$ cat config.mk
export PLATFORM = sky130hd
export DESIGN_NAME = amp_command_register
export DESIGN_NICKNAME = d
export VERILOG_FILES = /design/src/hw/amp_pkg.sv /design/src/hw/amp_decode.sv /design/src/hw/amp_command_register.sv
export VERILOG_INCLUDE_DIRS = /design/src /design/src/hw
export SDC_FILE = /design/constraint.sdc
export NUM_CORES = 1
export LEC_CHECK = 0
export BUFFER_PORTS_ARGS = -buffer_cell sky130_fd_sc_hd__buf_2
export CAP_MARGIN = 20
export CELL_PAD_IN_SITES_DETAIL_PLACEMENT = 1
export CELL_PAD_IN_SITES_GLOBAL_PLACEMENT = 1
export CORE_MARGIN = 5
export CORE_UTILIZATION = 41
export DETAILED_ROUTE_END_ITERATION = 7
export MAX_ROUTING_LAYER = met4
export PLACE_DENSITY = 0.84
export SLEW_MARGIN = 30
export SYNTH_ARGS = -nofsm -noshare
export SYNTH_HDL_FRONTEND = slang
export SYNTH_SLANG_ARGS = --single-unit
$ cat constraint.sdc
create_clock -name clk_sys -period 1.7 [get_ports clk_sys]
set_input_delay 0.425 -clock clk_sys [delete_from_list [all_inputs] [get_ports clk_sys]]
set_output_delay 0.425 -clock clk_sys [all_outputs]
set_load 0.03 [all_outputs]
$ cat src/hw/amp_cfg.svh
// Constants for the amplifier control word and its two-wire slave.
`ifndef AMP_CFG_SVH
`define AMP_CFG_SVH
`define AMP_CTL_RESET      8'hCC
`define AMP_SPK_LSB        0
`define AMP_SPK_MSB        2
`define AMP_HP_LSB_BIT     3
`define AMP_HP_MSB_BIT     4
`define AMP_MONO_BIT       5
`define AMP_STEREO_BIT     6
`define AMP_RUN_BIT        7
`define AMP_DEV_ADDR       7'h4C
`define AMP_BIT_COUNT_LAST 4'h8
`define AMP_HP_DB_00       8'hFE
`define AMP_HP_DB_01       8'h01
`define AMP_HP_DB_10       8'h04
`define AMP_HP_DB_11       8'h07
`endif

$ cat src/hw/amp_pkg.sv
// Types shared by the amplifier control word logic.
`default_nettype none
package amp_pkg;
	// ---------------------------------------------------------------
	// Input mode encoding.
	// ---------------------------------------------------------------
	typedef enum logic [1:0] {
		AMP_MUTE   = 2'h0, // No input reaches any output.
		AMP_MONO   = 2'h1, // Mono input drives both outputs.
		AMP_STEREO = 2'h2, // Left and right to their outputs.
		AMP_MIX    = 2'h3  // Half of mono plus half of stereo.
	} amp_mode_t;

	// Decoded settings carried to the analog side.
	typedef struct packed {
		logic [7:0] speaker_db;   // Speaker gain in dB, unsigned.
		logic [7:0] headphone_db; // Headphone gain in dB, signed.
		amp_mode_t  mode;         // Selected input mode.
		logic       mix_halve;    // Attenuate inputs by 6 dB before sum.
		logic       amps_on;      // Drive amplifiers, bias, pump on.
		logic       hp_1k_load;   // Headphone outputs at 1 kilohm.
	} amp_settings_t;
endpackage : amp_pkg
`default_nettype wire

$ cat src/hw/amp_decode.sv
// Decoder from control word to gain, mode and power settings.
`default_nettype none
`include "amp_cfg.svh"
module amp_decode (
	input  wire logic              [7:0] word,     // Stored control word.
	input  wire logic                    pin_n,    // Synced shutdown pin.
	output amp_pkg::amp_settings_t       settings  // Decoded settings.
);
	import amp_pkg::*;

	// ---------------------------------------------------------------
	// Combinational decode.
	// ---------------------------------------------------------------
	logic [2:0] speaker_gain_field; // Speaker code n.
	logic       run_bit;            // Soft run enable.
	logic       powered;            // Both enables present.

	assign speaker_gain_field = word[`AMP_SPK_MSB:`AMP_SPK_LSB];
	assign run_bit            = word[`AMP_RUN_BIT];
	// Either the pin or the soft bit alone forces shutdown.
	assign powered = run_bit & pin_n;

	// Gain is 3n dB; computed as 2n plus n to avoid a multiplier.
	always_comb begin
		settings = '0;
		settings.speaker_db = {4'h0, speaker_gain_field, 1'b0}
			+ {5'h00, speaker_gain_field};
		case ({word[`AMP_HP_MSB_BIT], word[`AMP_HP_LSB_BIT]})
			2'h0: settings.headphone_db = `AMP_HP_DB_00;
			2'h1: settings.headphone_db = `AMP_HP_DB_01;
			2'h2: settings.headphone_db = `AMP_HP_DB_10;
			default: settings.headphone_db = `AMP_HP_DB_11;
		endcase
		// Stereo bit is the high bit of the mode, mono the low one.
		settings.mode = amp_mode_t'({word[`AMP_STEREO_BIT],
			word[`AMP_MONO_BIT]});
		settings.mix_halve  = (settings.mode == AMP_MIX);
		settings.amps_on    = powered;
		settings.hp_1k_load = ~pin_n;
	end
endmodule : amp_decode
`default_nettype wire

$ cat src/hw/amp_command_register.sv
// Two-wire write-only slave holding the amplifier control word.
// Behaviour
// - One control word sets gains, mode, shutdown.
// - Reset value sets bits 2,3,6,7 only.
// - Speaker gain is three dB per code.
// - Headphone codes give -2,+1,+4,+7 dB.
// - Bits 6..5 select mute, mono, stereo, mix.
// - Mix halves each input before summing.
// - Bit 7 zero means soft shutdown.
// - Pin low disables amps, headphone 1k.
// - Interface and word survive shutdown.
// - Start, address write, one byte, stop.
// - Never drive data for a read.
// - Stop recognised anywhere except in the start's clock pulse.
`default_nettype none
`include "amp_cfg.svh"
module amp_command_register (
	input  wire logic                    clk_sys,        // 50 MHz clock.
	input  wire logic                    nrst,           // Sync reset, low.
	input  wire logic                    scl_i,          // Bus clock pin.
	input  wire logic                    sda_i,          // Bus data pin.
	output logic                         sda_o,          // Data drive level.
	output logic                         sda_oe_n,       // Low pulls line.
	input  wire logic                    power_down_pin_n, // Shutdown pin.
	output logic                   [7:0] amp_control_word, // Stored word.
	output amp_pkg::amp_settings_t       settings        // Decoded outputs.
);
	import amp_pkg::*;

	// ---------------------------------------------------------------
	// Pin synchronisers.
	// ---------------------------------------------------------------
	logic [1:0] scl_sync;  // Two-stage sync of bus clock.
	logic [1:0] sda_sync;  // Two-stage sync of bus data.
	logic [1:0] pin_sync;  // Two-stage sync of shutdown pin.
	logic       scl_d;     // Previous synced clock.
	logic       sda_d;     // Previous synced data.

	// Only stage one feeds stage two; logic reads stage two only.
	always_ff @(posedge clk_sys) begin
		if (!nrst) begin
			scl_sync <= 2'h3;
			sda_sync <= 2'h3;
			pin_sync <= 2'h0;
			scl_d    <= 1'b1;
			sda_d    <= 1'b1;
		end else begin
			scl_sync <= {scl_sync[0], scl_i};
			sda_sync <= {sda_sync[0], sda_i};
			pin_sync <= {pin_sync[0], power_down_pin_n};
			scl_d    <= scl_sync[1];
			sda_d    <= sda_sync[1];
		end
	end

	// ---------------------------------------------------------------
	// Bus event detection.
	// ---------------------------------------------------------------
	logic scl_rise;   // Clock rising: sample data.
	logic scl_fall;   // Clock falling: change drive.
	logic start_seen; // Data falls while clock high.
	logic stop_seen;  // Data rises while clock high.
	logic start_in_pulse; // A start occurred in this high pulse.

	assign scl_rise   = scl_sync[1] & ~scl_d;
	assign scl_fall   = ~scl_sync[1] & scl_d;
	assign start_seen = scl_sync[1] & scl_d & sda_d & ~sda_sync[1];
	assign stop_seen  = scl_sync[1] & scl_d & ~sda_d & sda_sync[1];

	// Remember a start until the clock goes low again.
	always_ff @(posedge clk_sys) begin
		if (!nrst) begin
			start_in_pulse <= 1'b0;
		end else if (start_seen) begin
			start_in_pulse <= 1'b1;
		end else if (!scl_sync[1]) begin
			start_in_pulse <= 1'b0;
		end
	end

	logic stop_valid; // Stop honoured unless same pulse as start.
	assign stop_valid = stop_seen & ~start_in_pulse;

	// ---------------------------------------------------------------
	// Transfer state machine.
	// ---------------------------------------------------------------
	typedef enum logic [2:0] {
		ST_IDLE = 3'h0, // Waiting for a start.
		ST_ADDR = 3'h1, // Shifting in the address byte.
		ST_AACK = 3'h2, // Acknowledge slot after address.
		ST_DATA = 3'h3, // Shifting in the data byte.
		ST_DACK = 3'h4, // Acknowledge slot after data.
		ST_DONE = 3'h5  // Ignore further bits until stop.
	} amp_state_t;

	amp_state_t state;       // Current transfer phase.
	logic [3:0] bit_cnt;     // Bits shifted in this byte.
	logic [7:0] shifter;     // Incoming byte.
	logic       ack_drive;   // Pull data low for the ninth bit.
	logic       byte_full;   // Eighth bit has just been sampled.
	logic [7:0] next_byte;   // Byte including the newest bit.

	assign next_byte = {shifter[6:0], sda_sync[1]};
	assign byte_full = scl_rise & (bit_cnt == (`AMP_BIT_COUNT_LAST - 4'h1));

	// Bits are sampled on clock rise; state moves on falls so the
	// acknowledge drive spans the whole ninth clock pulse.
	always_ff @(posedge clk_sys) begin
		if (!nrst) begin
			state   <= ST_IDLE;
			bit_cnt <= 4'h0;
			shifter <= 8'h00;
		end else if (start_seen) begin
			state   <= ST_ADDR;
			bit_cnt <= 4'h0;
		end else if (stop_valid) begin
			state   <= ST_IDLE;
			bit_cnt <= 4'h0;
		end else begin
			case (state)
				ST_ADDR, ST_DATA: begin
					if (scl_rise) begin
						shifter <= next_byte;
						bit_cnt <= bit_cnt + 4'h1;
					end else if (scl_fall && bit_cnt == `AMP_BIT_COUNT_LAST) begin
						bit_cnt <= 4'h0;
						state   <= (state == ST_ADDR) ? ST_AACK : ST_DACK;
					end
				end
				// Only a write to this slave goes on to a data byte; any
				// other address or a read waits quietly for the stop, so
				// the line is never pulled while a master reads.
				ST_AACK: begin
					if (scl_fall) begin
						state <= (shifter[7:1] == `AMP_DEV_ADDR
							&& !shifter[0]) ? ST_DATA : ST_DONE;
					end
				end
				ST_DACK: begin
					if (scl_fall) begin
						state <= ST_DONE;
					end
				end
				ST_IDLE, ST_DONE: begin
					bit_cnt <= 4'h0;
				end
				default: begin
					state <= ST_IDLE;
				end
			endcase
		end
	end

	// ---------------------------------------------------------------
	// Acknowledge and data drive.
	// ---------------------------------------------------------------
	logic addr_match; // Address byte names this slave.
	assign addr_match = (shifter[7:1] == `AMP_DEV_ADDR);

	// The device acknowledges its address with either direction bit,
	// but only pulls the line in acknowledge slots, never for data.
	always_ff @(posedge clk_sys) begin
		if (!nrst) begin
			ack_drive <= 1'b0;
		end else if (start_seen || stop_valid) begin
			ack_drive <= 1'b0;
		end else if (scl_fall && bit_cnt == `AMP_BIT_COUNT_LAST) begin
			if (state == ST_ADDR) begin
				ack_drive <= addr_match;
			end else if (state == ST_DATA) begin
				ack_drive <= 1'b1;
			end
		end else if (scl_fall) begin
			ack_drive <= 1'b0;
		end
	end

	assign sda_o    = 1'b0;
	assign sda_oe_n = ~ack_drive;

	// Data phase is honoured only after a write to this slave.
	logic write_sel; // Address matched with direction zero.
	always_ff @(posedge clk_sys) begin
		if (!nrst) begin
			write_sel <= 1'b0;
		end else if (start_seen) begin
			write_sel <= 1'b0;
		end else if (state == ST_AACK && scl_fall) begin
			write_sel <= addr_match & ~shifter[0];
		end
	end

	// ---------------------------------------------------------------
	// Control word storage.
	// ---------------------------------------------------------------
	logic [7:0] data_hold; // Received data awaiting its ack slot.

	always_ff @(posedge clk_sys) begin
		if (!nrst) begin
			data_hold <= 8'h00;
		end else if (state == ST_DATA && byte_full) begin
			data_hold <= next_byte;
		end
	end

	// Commit at the end of the acknowledge pulse so a partial byte
	// cut short by a stop never reaches the gains; shutdown does
	// not gate this path, so writes land even when powered down.
	always_ff @(posedge clk_sys) begin
		if (!nrst) begin
			amp_control_word <= `AMP_CTL_RESET;
		end else if (state == ST_DACK && scl_fall && write_sel) begin
			amp_control_word <= data_hold;
		end
	end

	amp_decode u_decode (
		.word     (amp_control_word),
		.pin_n    (pin_sync[1]),
		.settings (settings)
	);
endmodule : amp_command_register
`default_nettype wire

Yosys cells after proc, flatten, opt, wreduce, memory -nomap -nowiden --
Cells that the tools add are included.
Storage, ports and cells: flip-flop bits (word level) 42, input bits 5, output and inout port bits 31, logic and storage cells 103
Operators by class: $add $sub $neg 2, equal/unequal tests 23, multiplexer cells 19, bitwise operators 23, reductions and logical operators 22
Operators by type and width (number):
- 8-bit case mux with 3 select lines | 1
- 3-bit 2-to-1 mux | 6
- 4-bit != test (second input constant) | 4
- 1-bit NOT | 12
- 3-bit case mux with 4 select lines | 1
- 1-bit bitwise AND | 11
- 5-bit AND reduction | 2
- 1-bit 2-to-1 mux | 8
- 4-bit 2-to-1 mux | 2
- 2-bit != test (second input constant) | 4
- 4-bit case mux with 2 select lines | 1
- 2-bit OR reduction | 4
- 7-bit == test (second input constant) | 1
- 3-bit by 2-bit == test with 1-bit output (second input constant) | 2
- 3-bit == test (second input constant) | 2
- 1-bit logical AND | 6
- 3-bit != test (second input constant) | 2
- 4-bit by 3-bit adder with 5-bit output | 1
- 4-bit by 1-bit adder with 4-bit output (second input constant) | 1
- 2-bit == test (second input constant) | 2
- 4-bit by 3-bit == test with 1-bit output (second input constant) | 1
- 4-bit == test (second input constant) | 1
- 2-bit AND reduction | 2
- 4-bit AND reduction | 1
- other kinds (10) | 11

Logic depth before layout (Yosys ltp) --
depth in word-level cells 8, depth in mapped cells 6

Modules after synthesis --
From an unflattened synthesis, not the netlist that was laid out.
Unflattened totals: cells, all modules 225, area, all modules 2095.8 um2
Modules (own cells, without submodules):
- amp_command_register | instances 1, cells each 197, area each 1868.0 um2, sequential area each 840.8 um2
- amp_decode | instances 1, cells each 28, area each 227.7 um2, sequential area each 0.0 um2

Least setup slack after synthesis --
OpenSTA, ideal clock, no wires.
kind reg2out, start reg amp_control_word[1], end out settings[16] in the netlist's numbering, arrival time 1.550 ns, data required time 1.275 ns, path slack -0.275 ns, stages on the path, launching flop included 4, path buffers 0, path through dfxtp_1 -> ha_1 -> fa_1 -> xor2_1
RTL lines:
- start: declaration | RTL line amp_command_register.sv:25 | output logic [7:0] amp_control_word,
- start signal: assignment | RTL line amp_command_register.sv:211 | amp_control_word <= `AMP_CTL_RESET;
- start signal: assignment | RTL line amp_command_register.sv:213 | amp_control_word <= data_hold;
- end: declaration | RTL line amp_command_register.sv:26 | output amp_pkg::amp_settings_t settings

==> flow_metrics.env <==
export IMPL_regArea_um2=853
export IMPL_yosys_area_top_type="dfxtp_1"
export IMPL_syn2layout_area_growth_pct=21.8
export IMPL_setup_viol=2
export IMPL_hold_viol_final=0
export IMPL_critPathMaxFanout=3
export IMPL_synth_xor_area_frac=0.0131
export IMPL_multi_input_area_um2=1050
export IMPL_die_h_um=80.0
export IMPL_clock_latency_ns=0.30
export IMPL_post_drt_wl_per_cell_um=15.6
export IMPL_cts_buffers=5
export IMPL_drtPass1Iterations=4
export IMPL_synthArstFlopShare=0
export IMPL_synth_edff_count=0
export IMPL_crit_path_end_kind="output pin"
export IMPL_via_per_inst=5.03
export IMPL_hold_start="sda_i"
export IMPL_vias=1596
export IMPL_io_buffers=31
export IMPL_seq_area_frac_synth=0.419
export IMPL_synth_top_cells_by_count="dfxtp_1 (42), nand2_1 (28), mux2i_1 (16)"
export IMPL_place_gp_congestion=0.780
export IMPL_setup_slack_ns=-0.240
export IMPL_synth_fa_ha_area_frac=0.0599
export IMPL_yosysMostFrequentCell="dfxtp_1"
export IMPL_max_freq_mhz=515
export IMPL_ctsRootBufferMaster="clkbuf_8"
export IMPL_io_pins=36
export IMPL_cts_clk_slew_worst_paths_ns=0.09
export IMPL_drv_slew=0
export IMPL_violations="setup timing"
export IMPL_core_area_um2=4720
export IMPL_skew_ns=0.0103
export IMPL_cts_tree="yes"
export IMPL_utilization=0.517
export IMPL_die_w_um=80.0
export IMPL_dr_first_iter_drc_count=53
export IMPL_cts_hold_fix_buffers=0
export IMPL_grt_max_degree=22
export IMPL_reg2reg_setup_slack_ns=0.15
export IMPL_post_cts_setup_buffer_count=0
export IMPL_synth_top_family_by_area="simple AND/OR/NAND/NOR gates"
export IMPL_dieArea_um2=6390
export IMPL_critPathLaunchType="flip-flop"
export IMPL_power_mw=2.03
export IMPL_rr_endpoint="data_hold[4]"
export IMPL_holdPathStages=2
export IMPL_synthSimpleGateAreaFrac=0.235
export IMPL_track_usage=0.174
export IMPL_crit_arrival_ns=1.52
export IMPL_setup_worst_path_class="flip-flop to output pin"
export IMPL_irDropWorstVdd_uv=335
export IMPL_cp_startpoint="amp_control_word[1]"
export IMPL_holdCritPathClass="input port to flip-flop"
export IMPL_cts_sinks=42
export IMPL_power_density_nw_per_um2=830
export IMPL_std_cell_rows=25
export IMPL_holdWs_ns=0.323
export IMPL_hpwl_mm=3.46
export IMPL_synth_avg_cell_area_um2=9.21
export IMPL_rsz0062_at_grt="yes"
export IMPL_fillers=542
export IMPL_grt_first_pass_wirelength_mm=8.38
export IMPL_layout_drive_gt1_share=0.284
export IMPL_grt_pass1_vias=1702
export IMPL_wl_mm=4.96
export IMPL_clock_path_buffers=2
export IMPL_period_minus_slack_ns=1.94
export IMPL_synth_area_leaders="dfxtp_1 (42%), mux2i_1 (8.0%), nand2_1 (5.2%)"
export IMPL_synth_compound_area_frac=0.102
export IMPL_yosysWarnings=0
export IMPL_ys_types=43
export IMPL_ff2ff_path_depth=4
export IMPL_worstPathRequired_ns=1.27
export IMPL_relSlewSlack=0.557
export IMPL_drtAntennaViolNets=0
export IMPL_drc=0
export IMPL_r2r_start="state[0]"
export IMPL_cts_htree_levels=2
export IMPL_status="complete, but fails checks"
export IMPL_start_util=0.425
export IMPL_antenna_cells=0
export IMPL_netlist_area_leader_share=0.419
export IMPL_syn_area_um2=2010
export IMPL_gr_total_overflow=0
export IMPL_whs_endpoint="sda_sync[0]"
export IMPL_synth_mux_area_fraction=0.0798
export IMPL_nets=263
export IMPL_syn_inst=218
export IMPL_antenna_found_initial=0
export IMPL_yosys_most_used_dff="dfxtp_1"
export IMPL_synth_seq_cells=42
export IMPL_fin_crit_sh=1.14
export IMPL_worst_pin_slew_ns=0.664
export IMPL_p_leak_nw=1.03
export IMPL_drv_cap=0
[logic make-up (layout without fill, tap and decap cells)]
group | Yosys count | after routing
buffers and inverters | 31 | 60
AO/OA/AOI/OAI | 32 | 32
other | 1 | 4
flip-flops | 42 | 42
multiplexers | 16 | 16
AND/OR/NAND/NOR | 84 | 84
adder cells (fa/ha/maj) | 9 | 9
XOR/XNOR | 3 | 3
[final cells by class]
| cell class | instances | share of cell area |
|---|---|---|
| multi-input cells | 148 | 0.430 |
| well taps | 67 | 0.0343 |
| inverters | 9 | 0.0148 |
| repair buffers | 43 | 0.116 |
| clock buffers | 5 | 0.0282 |
| clock inverters | 3 | 0.0282 |
| flip-flops and latches | 42 | 0.349 |
[report_power, final]
group | internal, mW | leakage (nW) | total (mW) | switching [mW]
clock | 0.589 | 0.0683 | 0.956 | 0.368
combinational | 0.0240 | 0.624 | 0.0750 | 0.0510
sequential | 0.989 | 0.341 | 0.998 | 0.00876
total | 1.60 | 1.03 | 2.03 | 0.427
[worst max-delay path, stage by stage (launching register included)]
cell and delay (ns):
dfxtp_2 0.36, ha_4 0.16, fa_2 0.38, xor2_4 0.17
buf_6 0.14
[placed cells by master, fill, tap and decap left out, types with 2 or more instances in the layout]
| master | synthesis | layout |
|---|---|---|
| buf_6 | 1 | 4 |
| o221ai_1 | 2 | 2 |
| buf_2 | 5 | 27 |
| bufinv_16 | 0 | 2 |
| o211ai_1 | 2 | 2 |
| a21oi_1 | 14 | 14 |
| dfxtp_1 | 42 | 36 |
| nor4bb_1 | 2 | 2 |
| conb_1 | 1 | 4 |
| buf_4 | 13 | 11 |
| and2_1 | 4 | 4 |
| a311oi_1 | 2 | 2 |
| inv_2 | 0 | 2 |
| nand3_1 | 4 | 4 |
| nand2_1 | 28 | 28 |
| dfxtp_4 | 0 | 2 |
| nor2b_1 | 7 | 7 |
| clkbuf_8 | 0 | 5 |
| nand4_1 | 3 | 3 |
| o21ai_0 | 4 | 4 |
| dfxtp_2 | 0 | 4 |
| ha_4 | 0 | 2 |
| a211oi_1 | 3 | 3 |
| nor2_1 | 14 | 14 |
| nand2b_1 | 9 | 9 |
| inv_1 | 9 | 6 |
| mux2i_1 | 16 | 16 |
| nand3b_1 | 2 | 2 |
| ha_1 | 8 | 5 |
[metal layers]
| metal | wire [µm] | up-vias | GRT usage |
|---|---|---|---|
| met3 | 196 | 6 | 0.0406 |
| met1 | 2160 | 777 | 0.205 |
| li1 | - | 781 | - |
| met2 | 2540 | 32 | 0.294 |
| met5 | 0 | - | - |
| met4 | 60 | 0 | 0.0557 |
[registers in the layout (all words and copies together), names as in the netlist]
register and cells:
ack_drive 1, amp_control_word 8, bit_cnt 4, data_hold 8, pin_sync 2, scl_d 1
scl_sync 2, sda_d 1, sda_sync 2, shifter 8, start_in_pulse 1, state 3
write_sel 1
[worst max path at each step]
stage / end / slack [ns]
2_1_floorplan: settings[16] / -0.02
3_5_place_dp: settings[16] / -0.07
4_1_cts: settings[16] / -0.27
3_3_place_gp: settings[16] / -0.009
6_report: settings[16] / -0.24
5_1_grt: settings[16] / -0.28
[per-stage QoR]
stage / setup TNS [ns] / setup slack, ns / instance area [µm²] / instances
after floorplan: -0.0169 / -0.0169 / 2040 / 221
after global placement: -0.00863 / -0.00863 / 2240 / 309
after detailed placement: -0.0729 / -0.0729 / 2240 / 309
after CTS: -0.502 / -0.275 / 2420 / 317
after global routing: -0.535 / -0.282 / 2440 / 317
final: -0.440 / -0.240 / 2440 / 317
[timing repair]
item,CTS,global route
pin swaps,1,2
setup endpoints to repair,4,9
resized for setup,14,10
hold endpoints to repair,0,0
Note: power is estimated with default switching activity, not from simulation.
